$ cat config.mk
export PLATFORM = sky130hd
export DESIGN_NAME = sadc_sequencer
export DESIGN_NICKNAME = d
export VERILOG_FILES = /design/src/rtl/sadc_trial_step.v /design/src/rtl/sadc_irq.v /design/src/rtl/sadc_sequencer.v
export VERILOG_INCLUDE_DIRS = /design/src /design/src/rtl
export SDC_FILE = /design/constraint.sdc
export NUM_CORES = 1
export LEC_CHECK = 0
export BUFFER_PORTS_ARGS = -buffer_cell sky130_fd_sc_hd__buf_2
export CELL_PAD_IN_SITES_DETAIL_PLACEMENT = 1
export CELL_PAD_IN_SITES_GLOBAL_PLACEMENT = 1
export CORE_ASPECT_RATIO = 1.75
export CORE_UTILIZATION = 39
export CTS_CLUSTER_DIAMETER = 40
export DETAILED_ROUTE_END_ITERATION = 10
export PLACE_DENSITY = 0.78
export SKIP_LAST_GASP = 1
export SYNTH_ARGS = -nofsm -noshare
export SYNTH_HDL_FRONTEND = slang
export SYNTH_SLANG_ARGS = --single-unit
$ cat constraint.sdc
create_clock -name clk -period 2.1 [get_ports clk]
set_input_delay 0.42 -clock clk [delete_from_list [all_inputs] [get_ports clk]]
set_output_delay 0.42 -clock clk [all_outputs]
set_load 0.02 [all_outputs]
$ cat src/rtl/sadc_consts.vh
/*
  constants for the successive-approximation sequencer: register offsets,
  field positions, reset values and schedule counts.
  assumes inclusion by bare name from every sadc design file.
*/
`ifndef SADC_CONSTS_VH
`define SADC_CONSTS_VH

// bus widths
`define SADC_ADDR_W 8
`define SADC_DATA_W 32

// result width and bit index width
`define SADC_RES_W 10
`define SADC_BIDX_W 4

// register offsets (byte addresses, one word each)
`define SADC_OFF_STATUS 8'h00
`define SADC_OFF_RESULT 8'h04
`define SADC_OFF_TRIAL 8'h08
`define SADC_OFF_IRQ_STAT 8'h0C
`define SADC_OFF_IRQ_MASK 8'h10

// status register fields
`define SADC_STAT_DONE_BIT 0
`define SADC_STAT_BUSY_BIT 1

// trial register fields
`define SADC_TRIAL_CODE_LSB 0
`define SADC_TRIAL_BIDX_LSB 16
`define SADC_TRIAL_CYC_LSB 24

// interrupt events
`define SADC_EV_DONE 0
`define SADC_EV_OVERRUN 1
`define SADC_NUM_EV 2

// reset values
`define SADC_RESULT_RST 10'h000
`define SADC_MASK_RST 2'h0
`define SADC_DONE_RST 1'h1
`define SADC_DATA_ZERO 32'h0000_0000

// schedule: conversion length and per-trial slot
`define SADC_CONV_CYCLES 61
`define SADC_SLOT_CYCLES 6
`define SADC_SET_PHASE 3'h0
`define SADC_SAMPLE_PHASE 3'h5
`define SADC_TOP_BIDX 4'h9

`endif

$ cat src/rtl/sadc_trial_step.v
/*
  one successive-approximation step on the trial code: raise the bit
  under test, or keep/clear it from the comparator decision.
  assumes bidx is within the result width; purely combinational.
*/
`timescale 1ns/1ps
`default_nettype none
`include "sadc_consts.vh"

module sadc_trial_step
(
  input wire [`SADC_RES_W-1:0] code,
  input wire [`SADC_BIDX_W-1:0] bidx,
  input wire set_bit,
  input wire decide,
  input wire cmp_below,
  output reg [`SADC_RES_W-1:0] code_next
);

  reg [`SADC_RES_W-1:0] onehot;

  always @*
  begin
    onehot = {{(`SADC_RES_W-1){1'b0}}, 1'b1} << bidx;
    code_next = code;
    if (set_bit)
    begin
      code_next = code | onehot; // [RULE_03] [RULE_06]
    end
    else if (decide && !cmp_below)
    begin
      code_next = code & ~onehot; // [RULE_04]
    end
  end

endmodule
`default_nettype wire

$ cat src/rtl/sadc_irq.v
/*
  sticky interrupt status with mask and one level output.
  assumes events are one-cycle pulses; status cleared by writing ones.
*/
`timescale 1ns/1ps
`default_nettype none
`include "sadc_consts.vh"

module sadc_irq
(
  input wire clk,
  input wire rst,
  input wire [`SADC_NUM_EV-1:0] event_set,
  input wire [`SADC_NUM_EV-1:0] status_clr,
  input wire mask_wr,
  input wire [`SADC_NUM_EV-1:0] mask_wdata,
  output wire [`SADC_NUM_EV-1:0] status,
  output reg [`SADC_NUM_EV-1:0] mask_q,
  output wire irq
);

  reg [`SADC_NUM_EV-1:0] status_q;

  genvar i;
  generate
    for (i = 0; i < `SADC_NUM_EV; i = i + 1)
    begin : g_ev
      // set beats a simultaneous clear
      always @(posedge clk or posedge rst)
      begin
        if (rst)
        begin
          status_q[i] <= 1'b0;
        end
        else if (event_set[i])
        begin
          status_q[i] <= 1'b1;
        end
        else if (status_clr[i])
        begin
          status_q[i] <= 1'b0;
        end
      end
    end
  endgenerate

  always @(posedge clk or posedge rst)
  begin
    if (rst)
    begin
      mask_q <= `SADC_MASK_RST;
    end
    else if (mask_wr)
    begin
      mask_q <= mask_wdata;
    end
  end

  assign status = status_q;
  assign irq = |(status_q & mask_q);

endmodule
`default_nettype wire

$ cat src/rtl/sadc_sequencer.v
/*
  successive-approximation conversion sequencer with register port.
  assumes an external comparator and reference ladder: trial_code sets the
  comparison voltage, cmp_below answers whether it lies below the input.
*/
// Functional notes
// [RULE_01] writing completion bit zero starts conversion
// [RULE_02] result register cleared at conversion start
// [RULE_03] first trial sets most significant bit
// [RULE_04] keep bit if below input, else clear
// [RULE_05] ten trials, down to least significant bit
// [RULE_06] higher bits keep decisions, next bit set
// [RULE_07] code n drives reference times n/1024
// [RULE_08] result stored 61 cycles after start
// [RULE_09] completion raises conversion interrupt request
// [RULE_10] software keeps oscillator at least 500 kHz
// [RULE_11] software avoids stop mode during conversion
// [RULE_12] completion bit returns to one when stored
// [RULE_13] comparator sampled once per trial slot
`timescale 1ns/1ps
`default_nettype none
`include "sadc_consts.vh"

module sadc_sequencer
(
  input wire clk,
  input wire rst,
  input wire [`SADC_ADDR_W-1:0] bus_addr,
  input wire [`SADC_DATA_W-1:0] bus_wdata,
  input wire bus_wr,
  input wire bus_rd,
  output reg [`SADC_DATA_W-1:0] bus_rdata,
  input wire cmp_below,
  output wire [`SADC_RES_W-1:0] trial_code,
  output wire convert_active,
  output wire irq
);

  // sequencer states
  localparam [1:0] S_IDLE = 2'b00;
  localparam [1:0] S_TRIAL = 2'b01;
  localparam [1:0] S_STORE = 2'b10;

  // register select codes
  localparam [2:0] SEL_NONE = 3'd0;
  localparam [2:0] SEL_STATUS = 3'd1;
  localparam [2:0] SEL_RESULT = 3'd2;
  localparam [2:0] SEL_TRIAL = 3'd3;
  localparam [2:0] SEL_IRQ_STAT = 3'd4;
  localparam [2:0] SEL_IRQ_MASK = 3'd5;

  // schedule figures, cut to counter width on purpose
  localparam integer STORE_CYC_I = `SADC_CONV_CYCLES - 1;
  localparam integer LAST_PHASE_I = `SADC_SLOT_CYCLES - 1;
  localparam [5:0] STORE_CYC = STORE_CYC_I[5:0];
  localparam [2:0] LAST_PHASE = LAST_PHASE_I[2:0];

  // address decode, shared by read and write
  function [2:0] sel_of;
    input [`SADC_ADDR_W-1:0] a;
    begin
      case (a)
        `SADC_OFF_STATUS: sel_of = SEL_STATUS;
        `SADC_OFF_RESULT: sel_of = SEL_RESULT;
        `SADC_OFF_TRIAL: sel_of = SEL_TRIAL;
        `SADC_OFF_IRQ_STAT: sel_of = SEL_IRQ_STAT;
        `SADC_OFF_IRQ_MASK: sel_of = SEL_IRQ_MASK;
        default: sel_of = SEL_NONE;
      endcase
    end
  endfunction

  // trial-slot phase decode, shared by set and decide
  function in_phase;
    input [1:0] st;
    input [2:0] ph;
    input [2:0] want;
    begin
      in_phase = (st == S_TRIAL) && (ph == want);
    end
  endfunction

  reg [1:0] state_q;
  reg [1:0] state_d;
  reg [`SADC_RES_W-1:0] code_q;
  reg [`SADC_RES_W-1:0] result_q;
  reg [`SADC_RES_W-1:0] result_d;
  reg [`SADC_BIDX_W-1:0] bidx_q;
  reg [`SADC_BIDX_W-1:0] bidx_d;
  reg [2:0] phase_q;
  reg [2:0] phase_d;
  reg [5:0] cyc_q;
  reg [5:0] cyc_d;
  reg done_q;
  reg done_d;
  reg ev_done;
  reg ev_overrun;
  reg load_code;

  wire [2:0] wr_sel;
  wire [2:0] rd_sel;
  wire start_req;
  wire idle;
  wire set_bit;
  wire decide;
  wire [`SADC_RES_W-1:0] code_step;
  wire [`SADC_NUM_EV-1:0] irq_status;
  wire [`SADC_NUM_EV-1:0] irq_mask;
  wire [`SADC_NUM_EV-1:0] irq_clr;
  reg [`SADC_DATA_W-1:0] status_word;
  reg [`SADC_DATA_W-1:0] result_word;
  reg [`SADC_DATA_W-1:0] trial_word;
  reg [`SADC_DATA_W-1:0] irq_stat_word;
  reg [`SADC_DATA_W-1:0] irq_mask_word;
  reg [`SADC_DATA_W-1:0] rdata_d;

  assign wr_sel = sel_of(bus_addr);
  assign rd_sel = sel_of(bus_addr);
  assign idle = (state_q == S_IDLE);

  // start command: completion bit written as zero
  assign start_req = bus_wr && (wr_sel == SEL_STATUS) &&
    !bus_wdata[`SADC_STAT_DONE_BIT]; // [RULE_01]

  // set at the head of each slot, decide at its fixed sample phase
  assign set_bit = in_phase(state_q, phase_q, `SADC_SET_PHASE);
  assign decide = in_phase(state_q, phase_q, `SADC_SAMPLE_PHASE); // [RULE_13]

  sadc_trial_step u_step
  (
    .code(code_q),
    .bidx(bidx_q),
    .set_bit(set_bit),
    .decide(decide),
    .cmp_below(cmp_below),
    .code_next(code_step)
  );

  // sequencer next state
  always @*
  begin
    state_d = state_q;
    result_d = result_q;
    bidx_d = bidx_q;
    phase_d = phase_q;
    cyc_d = cyc_q;
    done_d = done_q;
    ev_done = 1'b0;
    ev_overrun = 1'b0;
    load_code = 1'b0;
    case (state_q)
      S_IDLE:
      begin
        if (start_req)
        begin
          state_d = S_TRIAL;
          result_d = `SADC_RESULT_RST; // [RULE_02]
          load_code = 1'b1;
          bidx_d = `SADC_TOP_BIDX; // [RULE_03]
          phase_d = 3'd0;
          cyc_d = 6'd0;
          done_d = 1'b0;
        end
      end
      S_TRIAL:
      begin
        if (start_req)
        begin
          ev_overrun = 1'b1;
        end
        cyc_d = cyc_q + 6'd1;
        if (phase_q == LAST_PHASE)
        begin
          phase_d = 3'd0;
          if (bidx_q == {`SADC_BIDX_W{1'b0}})
          begin
            state_d = S_STORE; // [RULE_05]
          end
          else
          begin
            bidx_d = bidx_q - {{(`SADC_BIDX_W-1){1'b0}}, 1'b1}; // [RULE_06]
          end
        end
        else
        begin
          phase_d = phase_q + 3'd1;
        end
      end
      S_STORE:
      begin
        if (start_req)
        begin
          ev_overrun = 1'b1;
        end
        if (cyc_q == STORE_CYC)
        begin
          result_d = code_q; // [RULE_08]
          done_d = 1'b1; // [RULE_12]
          ev_done = 1'b1; // [RULE_09]
          state_d = S_IDLE;
        end
        else
        begin
          state_d = S_IDLE;
        end
      end
      default:
      begin
        state_d = S_IDLE;
      end
    endcase
  end

  // sequencer registers
  always @(posedge clk or posedge rst)
  begin
    if (rst)
    begin
      state_q <= S_IDLE;
      bidx_q <= `SADC_TOP_BIDX;
      phase_q <= 3'd0;
      cyc_q <= 6'd0;
    end
    else
    begin
      state_q <= state_d;
      bidx_q <= bidx_d;
      phase_q <= phase_d;
      cyc_q <= cyc_d;
    end
  end

  // result and completion bit, software visible
  always @(posedge clk or posedge rst)
  begin
    if (rst)
    begin
      result_q <= `SADC_RESULT_RST;
      done_q <= `SADC_DONE_RST;
    end
    else
    begin
      result_q <= result_d; // [RULE_02] [RULE_08]
      done_q <= done_d; // [RULE_12]
    end
  end

  // trial code toward the reference ladder
  always @(posedge clk or posedge rst)
  begin
    if (rst)
    begin
      code_q <= `SADC_RESULT_RST;
    end
    else if (load_code)
    begin
      code_q <= `SADC_RESULT_RST; // [RULE_02]
    end
    else
    begin
      code_q <= code_step; // [RULE_04] [RULE_06]
    end
  end

  // ladder output: code n selects n/1024 of full scale
  assign trial_code = code_q; // [RULE_07]
  assign convert_active = !idle;

  // interrupt status and mask
  assign irq_clr = (bus_wr && (wr_sel == SEL_IRQ_STAT)) ?
    bus_wdata[`SADC_NUM_EV-1:0] : {`SADC_NUM_EV{1'b0}};

  sadc_irq u_irq
  (
    .clk(clk),
    .rst(rst),
    .event_set({ev_overrun, ev_done}), // [RULE_09]
    .status_clr(irq_clr),
    .mask_wr(bus_wr && (wr_sel == SEL_IRQ_MASK)),
    .mask_wdata(bus_wdata[`SADC_NUM_EV-1:0]),
    .status(irq_status),
    .mask_q(irq_mask),
    .irq(irq)
  );

  // read words, each field at its own position
  always @*
  begin
    status_word = `SADC_DATA_ZERO;
    status_word[`SADC_STAT_DONE_BIT] = done_q; // [RULE_12]
    status_word[`SADC_STAT_BUSY_BIT] = !idle;
  end

  always @*
  begin
    result_word = `SADC_DATA_ZERO;
    result_word[`SADC_RES_W-1:0] = result_q; // [RULE_08]
  end

  always @*
  begin
    trial_word = `SADC_DATA_ZERO;
    trial_word[`SADC_TRIAL_CODE_LSB +: `SADC_RES_W] = code_q;
    trial_word[`SADC_TRIAL_BIDX_LSB +: `SADC_BIDX_W] = bidx_q;
    trial_word[`SADC_TRIAL_CYC_LSB +: 6] = cyc_q;
  end

  always @*
  begin
    irq_stat_word = `SADC_DATA_ZERO;
    irq_stat_word[`SADC_NUM_EV-1:0] = irq_status; // [RULE_09]
    irq_mask_word = `SADC_DATA_ZERO;
    irq_mask_word[`SADC_NUM_EV-1:0] = irq_mask;
  end

  // read select; zero when no read strobe
  always @*
  begin
    rdata_d = `SADC_DATA_ZERO;
    if (bus_rd)
    begin
      case (rd_sel)
        SEL_STATUS: rdata_d = status_word;
        SEL_RESULT: rdata_d = result_word;
        SEL_TRIAL: rdata_d = trial_word;
        SEL_IRQ_STAT: rdata_d = irq_stat_word;
        SEL_IRQ_MASK: rdata_d = irq_mask_word;
        default: rdata_d = `SADC_DATA_ZERO;
      endcase
    end
  end

  // read data, valid the cycle after the strobe only
  always @(posedge clk or posedge rst)
  begin
    if (rst)
    begin
      bus_rdata <= `SADC_DATA_ZERO;
    end
    else
    begin
      bus_rdata <= rdata_d;
    end
  end

endmodule
`default_nettype wire

After elaboration in Yosys (flattened, before gate mapping):

Index checks and enable logic that the tools add are counted.

* add/sub/neg operators: 3
* multiply operators: 0
* div/mod/pow operators: 0
* magnitude comparators: 0
* equality and inequality tests: 18
* shift-type cells: 1
* mux-type cells: 35
* bitwise logic cells: 4
* reduce and logical (&&, ||, !) cells: 25

Operators with widths (number)
* one-hot mux 30 bit (5 select lines): 1
* 2-to-1 mux 10 bit: 5
* 2-to-1 mux 30 bit: 1
* one-hot mux 10 bit (2 select lines): 1
* equality test 8 x 4 -> 1 bit (second input constant): 2
* one-hot mux 3 bit (5 select lines): 1
* 2-to-1 mux 4 bit: 3
* one-hot mux 6 bit (2 select lines): 1
* 2-to-1 mux 1 bit: 11
* bitwise AND 10 bit: 1
* NOT 10 bit: 1
* bitwise OR 10 bit: 1
* << shifter 1 x 4 -> 10 bit (first input constant): 1
* equality test 3 bit (second input constant): 3
* equality test 8 x 3 -> 1 bit (second input constant): 1
* equality test 8 x 5 -> 1 bit (second input constant): 1
* logical NOT 8 bit: 1
* 2-to-1 mux 2 bit: 4
* one-hot mux 4 bit (2 select lines): 1
* nonzero test 2 bit: 4
* logical AND 1 bit: 7
* adder 6 x 1 -> 6 bit (second input constant): 1
* equality test 3 x 2 -> 1 bit (second input constant): 2
* equality test 6 bit (second input constant): 1
* other kinds (22): 30

* bits in registers: 72
* latch bits: 0
* RAM bits: 0
* memory bits (read-only): 0
* input bits: 45
* logic and storage cells: 97
* memories: 0

Longest topological paths before layout:

Gate-level depths: netlist of the first run.

* depth in word-level cells: 8
* gate-level depth with buffers: 7
* depth with buffers taken out: 6

Modules after synthesis:

From an unflattened synthesis of the first run, not the netlist that was laid out.

* cells, all modules: 333
* area total of the unflattened synthesis: 3171.8 um2

Modules (own cells, without submodules)
* sadc_sequencer: times used 1, cells an instance 287, area an instance 2790.2 um2
* sadc_trial_step: times used 1, cells an instance 34, area an instance 216.5 um2
* sadc_irq: times used 1, cells an instance 12, area an instance 165.2 um2

Worst setup path before layout of the first run:

OpenSTA, ideal clock, no wires.

* path type: input port to flip-flop
* start: input bus_addr[3]
* end: register cyc_q[3]
* setup time: 0.126 ns
* arrival: 1.932 ns
* path slack: 0.042 ns
* cell stages on the path: 6
* cells stage by stage: buf_2 -> or3_1 -> buf_2 -> o31ai_4 -> nand2_2 -> a221o_1

* word-level cells in the longest chain between the ends: 7

Ends and longest elaborated chain
* start: declaration: RTL line sadc_sequencer.v:28 `` input wire [`SADC_ADDR_W-1:0] bus_addr, ``
* equality test 8 x 5 -> 1 bit, or another cell as far along: RTL line sadc_sequencer.v:62 `case (a)`
* one-hot mux 3 bit (5 select lines) *: RTL line sadc_sequencer.v:62
* equality test 3 x 1 -> 1 bit *: RTL line sadc_sequencer.v:122 `assign start_req = bus_wr && (wr_sel == SEL_STATUS) &&`
* logical AND 1 bit * (2 in a row): RTL line sadc_sequencer.v:122
* inequality test 2 bit (no source line) *
* AND reduction 2 bit (no source line) *
* end signal: assignment: RTL line sadc_sequencer.v:229 `cyc_q <= cyc_d;`
* end: declaration: RTL line sadc_sequencer.v:92 `reg [5:0] cyc_q;`

Every way passes the cells marked *; elsewhere a longest branch is shown, timed or not.
A chain may end at the register's enable or synchronous reset.

Final worst setup path of the first run:

* start: register state_q[1]
* end: register code_q[5], in the netlist trial_code[5]

* word-level cells in the longest chain between the ends: 4

Ends and longest elaborated chain
* start: declaration: RTL line sadc_sequencer.v:83 `reg [1:0] state_q;`
* start signal: assignment: RTL line sadc_sequencer.v:226 `state_q <= state_d;`
* equality test 2 x 1 -> 1 bit: RTL line sadc_sequencer.v:79 `in_phase = (st == S_TRIAL) && (ph == want);`
* logical AND 1 bit: RTL line sadc_sequencer.v:79
* 2-to-1 mux 10 bit / logical AND 1 bit (equally long branches): RTL line sadc_trial_step.v:26, sadc_trial_step.v:30
* 2-to-1 mux 10 bit / nonzero test 3 bit (equally long branches)
* end signal: assignment: RTL line sadc_sequencer.v:253 `` code_q <= `SADC_RESULT_RST; ``
* end signal: assignment: RTL line sadc_sequencer.v:257 `` code_q <= `SADC_RESULT_RST; ``
* end signal: assignment: RTL line sadc_sequencer.v:261 `code_q <= code_step;`
* end: declaration: RTL line sadc_sequencer.v:85 `` reg [`SADC_RES_W-1:0] code_q; ``

Several ways; a longest one is shown, not always the timed one.

==> impl_metrics.tcl, run 1 <==
set metrics [dict create \
    slew_headroom 0.584 \
    grt_overflow 0 \
    synth.area.top_cells "dfrtp_1 (47%), ha_1 (4.1%), a21bo_1 (3.3%)" \
    path_clk_slew_ns 0.05 \
    h-tree-depth 3 \
    crit_fanout 4 \
    drt_iter0_markers 127 \
    final_common_cell "dfrtp_1" \
    grt_pass1_vias 2825 \
    dpl_cell_area_um2 3530 \
    synth_seq_cells 60 \
    drtAntennaViolNets 0 \
    grt_pass1_wl_mm 14.1 \
    max_freq_mhz 495 \
    final_cell_mix "dfrtp_1 (57), buf_2 (46), buf_4 (32), nor2_1 (17), nand2_1 (16)" \
    place_inst 446 \
    die_y_um 119 \
    cp.arrival_ns 2.28 \
    fin_crit_sh 0.963 \
    min_period_ns 2.02 \
    vias 2562 \
    start_kind "flip-flop" \
    synth_top_cell_area_share 0.465 \
    routed_via_density 5.56 \
    hp-class "in2reg" \
    cellPowerDensity_nw_per_um2 843 \
    antenna_found_initial 0 \
    cp-end-kind "flip-flop" \
    hold_ws_ns 0.350 \
    run_status "finished, final reports clean" \
    setup_violations 0 \
    synth_edf_count 0 \
    finalNonFillerCells 461 \
    die_w_um 69.0 \
    yosys_most_used_dff "dfrtp_1" \
    worst_pin_slew_ns 0.623 \
    cts_root_buffer "clkbuf_16" \
    core_region_area_um2 7570 \
    wire_per_inst_um 17.9 \
    hpwl_mm 6.03 \
    fp.dieArea_um2 8230 \
    ioPinCount 89 \
    cap_viol_max_count 0 \
    synth_area_um2 3060 \
    p_leak_uw 0.00187 \
    ys.warnings.count 0 \
    crit_required_ns 2.36 \
    first_pass_iters 4 \
    vdd_drop_max_v 0.000451 \
    clock_path_buffers 2 \
    skew_ns 0.00595 \
    clk-insertion-delay-late_ns 0.33 \
    io_buffers 46 \
    cts_tree "done" \
    num_antenna_cells 0 \
    synth.distinct_cells 54 \
    grt_use_total 0.221 \
    async_reset_ff_frac 1.00 \
    post-cts-setup-buffers 0 \
    path_class "reg2reg" \
    drive_gt1_frac 0.295 \
    avgSynthCellArea_um2 10.2 \
    numCtsBuffers 9 \
    fin_nets 425 \
    row_count 42 \
    start_util 0.405 \
    routed_wl_mm 8.27 \
    cts_sinks 60 \
    place.gp.congestion 0.762 \
    grt_max_degree 37 \
    yosysTopAreaCell "dfrtp_1" \
    synth_cells 299 \
    ys_seq_area_frac 0.491 \
    final_hold_viol_count 0 \
    design_area_um2 3860 \
    drc 0 \
    slew_viol_final 0 \
    syn_to_final_growth_pct 26.1 \
]
report_power, final:
part | internal (uW) | switching [uW]
combinational | 166 | 251
clock | 1060 | 506
sequential | 1210 | 61.6
total | 2440 | 819
repair_timing:
item | 4_1_cts | 5_1_grt
hold buffers | 1 | 0
endpoints found under the hold margin | 8 | 0
resized for setup | 0 | 3
endpoints found under the setup margin | 0 | 3
Yosys cell counts (7+ instances only):
cell and n:
a21bo_1 10, a21oi_1 16, a22oi_1 8, and2_1 10
buf_4 12, clkbuf_1 11, dfrtp_1 57, ha_1 10
inv_1 14, nand2_1 16, nand3_1 13, nand4_1 15
nor2_1 17, nor2b_1 7, o21ai_0 14
worst paths after layout:
kind,from,end,slack (ns),cells past startpoint
min in group asynchronous,rst,bus_rdata[24],0.55,3
setup reg to reg,state_q[1],trial_code[5],0.08,7
hold reg to reg,result_q[1],result_q[1],0.48,1
setup / recovery,state_q[1],trial_code[5],0.08,7
hold / removal,bus_rd,bus_rdata[0],0.35,3
max in group asynchronous,rst,done_q,0.84,4
layer usage:
metal,share of wire,global-route usage,vias to the layer above,wire length (um)
li1,-,-,1184,-
met1,0.36,0.218,1301,2960
met2,0.57,0.417,54,4730
met3,0.037,0.0533,23,309
met4,0.033,0.108,0,272
met5,0,0,-,0
cell type report:
type                            count  area, um2
Sequential cell                    60       1510
Clock inverter                      4       75.1
Tap cell                           88        110
Clock buffer                       10        239
Multi-Input combinational cell    205       1380
Inverter                           14       52.6
Fill cell                         880       3700
Timing Repair Buffer               80        500
worst max-delay path: stages, from the launching register on:
cell	delay, ns
dfrtp_1	0.40
inv_1	0.10
ha_1	0.17
or4b_2	0.67
nor3b_2	0.22
buf_4	0.16
nand2_1	0.06
a21oi_1	0.17
sequential cells by signal, summed over array words and instances (netlist names), 2 cells and up:
| register | cells |
|---|---|
| u_irq.status | 2 |
| trial_code | 10 |
| bus_rdata | 20 |
| phase_q | 3 |
| bidx_q | 4 |
| result_q | 10 |
| state_q | 2 |
| u_irq.mask_q | 2 |
| cyc_q | 6 |
kinds of logic (layout without fill, tap and decap cells):
logic type               Yosys count  after routing  synth area share
AND/OR/NAND/NOR                  105            105             0.190
flip-flops                        60             60             0.491
other                              1             12           0.00122
buffers and inverters             45            108            0.0768
adder cells (fa/ha/maj)           10             10            0.0408
AO/OA/AOI/OAI                     70             70             0.164
multiplexers                       8              8            0.0359
metrics by stage:
step / total power [uW] / setup WS, ns / utilization / setup TNS, ns
global route: 3370 / -0.0137 / 0.510 / -0.0137
CTS: 3280 / 0.0898 / 0.509 / 0
global placement: 1680 / -0.0541 / 0.466 / -0.0892
floorplan: 1550 / 0.0421 / - / 0
detailed placement: 1710 / -0.0812 / 0.466 / -0.633
finish: 3250 / 0.0786 / 0.510 / 0
Note: power is estimated with default switching activity, not from simulation.
==> run 2, diff against run 1 <==
- CORE_UTILIZATION: 39 -> 41
- CTS_BUF_LIST: unset -> sky130_fd_sc_hd__clkbuf_8
- PLACE_DENSITY: 0.78 -> 0.82
- clock period: 2.1 -> 2.2 ns (I/O delays scaled with it)
==> impl_metrics.tcl, run 2 (synthesis results as in run 1) <==
set metrics [dict create \
    setup_violations 0 \
    slew_headroom 0.596 \
    drtAntennaViolNets 0 \
    largest_reg_flops 20 \
    pwr-share-seq 0.488 \
    min_period_ns 1.99 \
    switching_share 0.281 \
    rrSetupSlack_ns 0.21 \
    fin_crit_sh 0.904 \
    wire_per_inst_um 18.4 \
    start_kind "flip-flop" \
    crit_fanout 4 \
    row_count 41 \
    core_region_area_um2 7230 \
    drive_gt1_frac 0.278 \
    max_freq_mhz 503 \
    cts_root_buffer "clkbuf_8" \
    fin_nets 418 \
    start_util 0.424 \
    net-switching-power_uw 707 \
    ioPinCount 89 \
    clock_path_buffers 2 \
    largest_register "bus_rdata" \
    dpl_cell_area_um2 3490 \
    nFillCells 844 \
    final_hold_viol_count 0 \
    design_area_um2 3680 \
    worst_pin_slew_ns 0.605 \
    h-tree-depth 3 \
    reg2reg_to "bidx_q[2]" \
    run_status "finished, final reports clean" \
    first_pass_iters 4 \
    vias 2576 \
    grt_use_total 0.238 \
    grt_max_degree 61 \
    vdd_drop_max_v 0.000233 \
    crit_required_ns 2.42 \
    p_comb_frac 0.142 \
    rsz0062_at_grt "no" \
    path_class "reg2reg" \
    slew_viol_final 0 \
    grtUsageMet1 0.238 \
    met3_usage 0.0400 \
    hpwl_mm 6.21 \
    clockPowerShare 0.370 \
    grt_util_met2 0.447 \
    place.gp.congestion 0.772 \
    drc 0 \
    p_leak_uw 0.00180 \
    antenna_found_initial 0 \
    reg2reg_depth 6 \
    crit_start "bidx_q[0]" \
    cap_viol_max_count 0 \
    routed_wl_mm 8.34 \
    clk-insertion-delay-late_ns 0.34 \
    io_buffers 46 \
    worst_slack_ns 0.211 \
    intPower_uw 1810 \
    numCtsBuffers 9 \
    hp-class "in2async" \
    crit_path_end "bidx_q[2]" \
    die_w_um 67.4 \
    syn_to_final_growth_pct 20.2 \
    final_cell_mix "dfrtp_1 (57), buf_2 (46), buf_4 (25), nor2_1 (17)" \
    hold_buffers 0 \
    final_common_cell "dfrtp_1" \
    drt_iter0_markers 149 \
    grt_overflow 0 \
    post-cts-setup-buffers 0 \
    preCtsSetupSlack_ns -0.0378 \
    grt_pass1_vias 2801 \
    skew_ns 0.00480 \
    routed_via_density 5.69 \
    place_inst 438 \
    grt_pass1_wl_mm 13.6 \
    postLayoutCoreUtil 0.509 \
    busiest_layer "met2" \
    fp.dieArea_um2 7840 \
    num_antenna_cells 0 \
    cts_tree "done" \
    cts_sinks 60 \
    die_y_um 116 \
    cellPowerDensity_nw_per_um2 684 \
    finalNonFillerCells 453 \
    cp-end-kind "flip-flop" \
    cts_resized 0 \
    cp.arrival_ns 2.21 \
    path_clk_slew_ns 0.06 \
    r2r-start "bidx_q[0]" \
    total_power_uw 2520 \
]
## run 2: cell count changes in the layout (fill, tap and decap cells not counted), moves of 2 or more
cell / before / now
clkinvlp_4: 2 / 0
bufinv_16: 2 / 0
buf_4: 32 / 25
clkbuf_16: 9 / 0
clkbuf_8: 1 / 13
## run 2: power groups by stage
stage	Combinational (uW)	Clock, uW	Sequential [uW]
3_5_place_dp	358	0	1240
3_3_place_gp	331	0	1240
5_1_grt	395	999	1240
2_1_floorplan	242	0	1230
6_report	357	931	1230
4_1_cts	360	956	1230
## run 2: final cells by class
type | count | area, um2 | area share
sequential | 60 | 1510 | 0.409
multi-input combinational | 205 | 1370 | 0.372
timing repair buffer | 73 | 458 | 0.124
clock buffer | 13 | 179 | 0.0486
tap | 86 | 108 | 0.0292
inverter | 14 | 52.6 | 0.0143
clock inverter | 2 | 8.76 | 0.00238
## run 2: worst min path at each step
stage | startpoint | to | depth (start not counted)
2_1_floorplan | result_q[0] | result_q[0] | 1
3_3_place_gp | result_q[6] | result_q[6] | 1
3_5_place_dp | result_q[4] | result_q[4] | 1
4_1_cts | rst | bus_rdata[1] | 3
5_1_grt | rst | bus_rdata[1] | 3
6_report | rst | bus_rdata[1] | 3
## run 2: critical path: stages, from the launching register on
cell and delay (ns):
dfstp_2 0.53, inv_1 0.05, ha_1 0.22, nor3b_1 0.16
o21ai_0 0.41, nand4_1 0.16, mux2_1 0.33
## run 2: routing by layer
metal  part of all wire  up-vias
li1                   -     1173
met1               0.36     1311
met2               0.58       68
met3              0.035       24
met4              0.030        0
met5                  0        -
## run 2: per-stage QoR
step / hold WS, ns / TNS [ns]
6_report: 0.147 / 0
5_1_grt: 0.165 / 0
4_1_cts: 0.155 / 0
3_5_place_dp: 0.477 / -0.0599
3_3_place_gp: 0.462 / 0
2_1_floorplan: 0.443 / 0
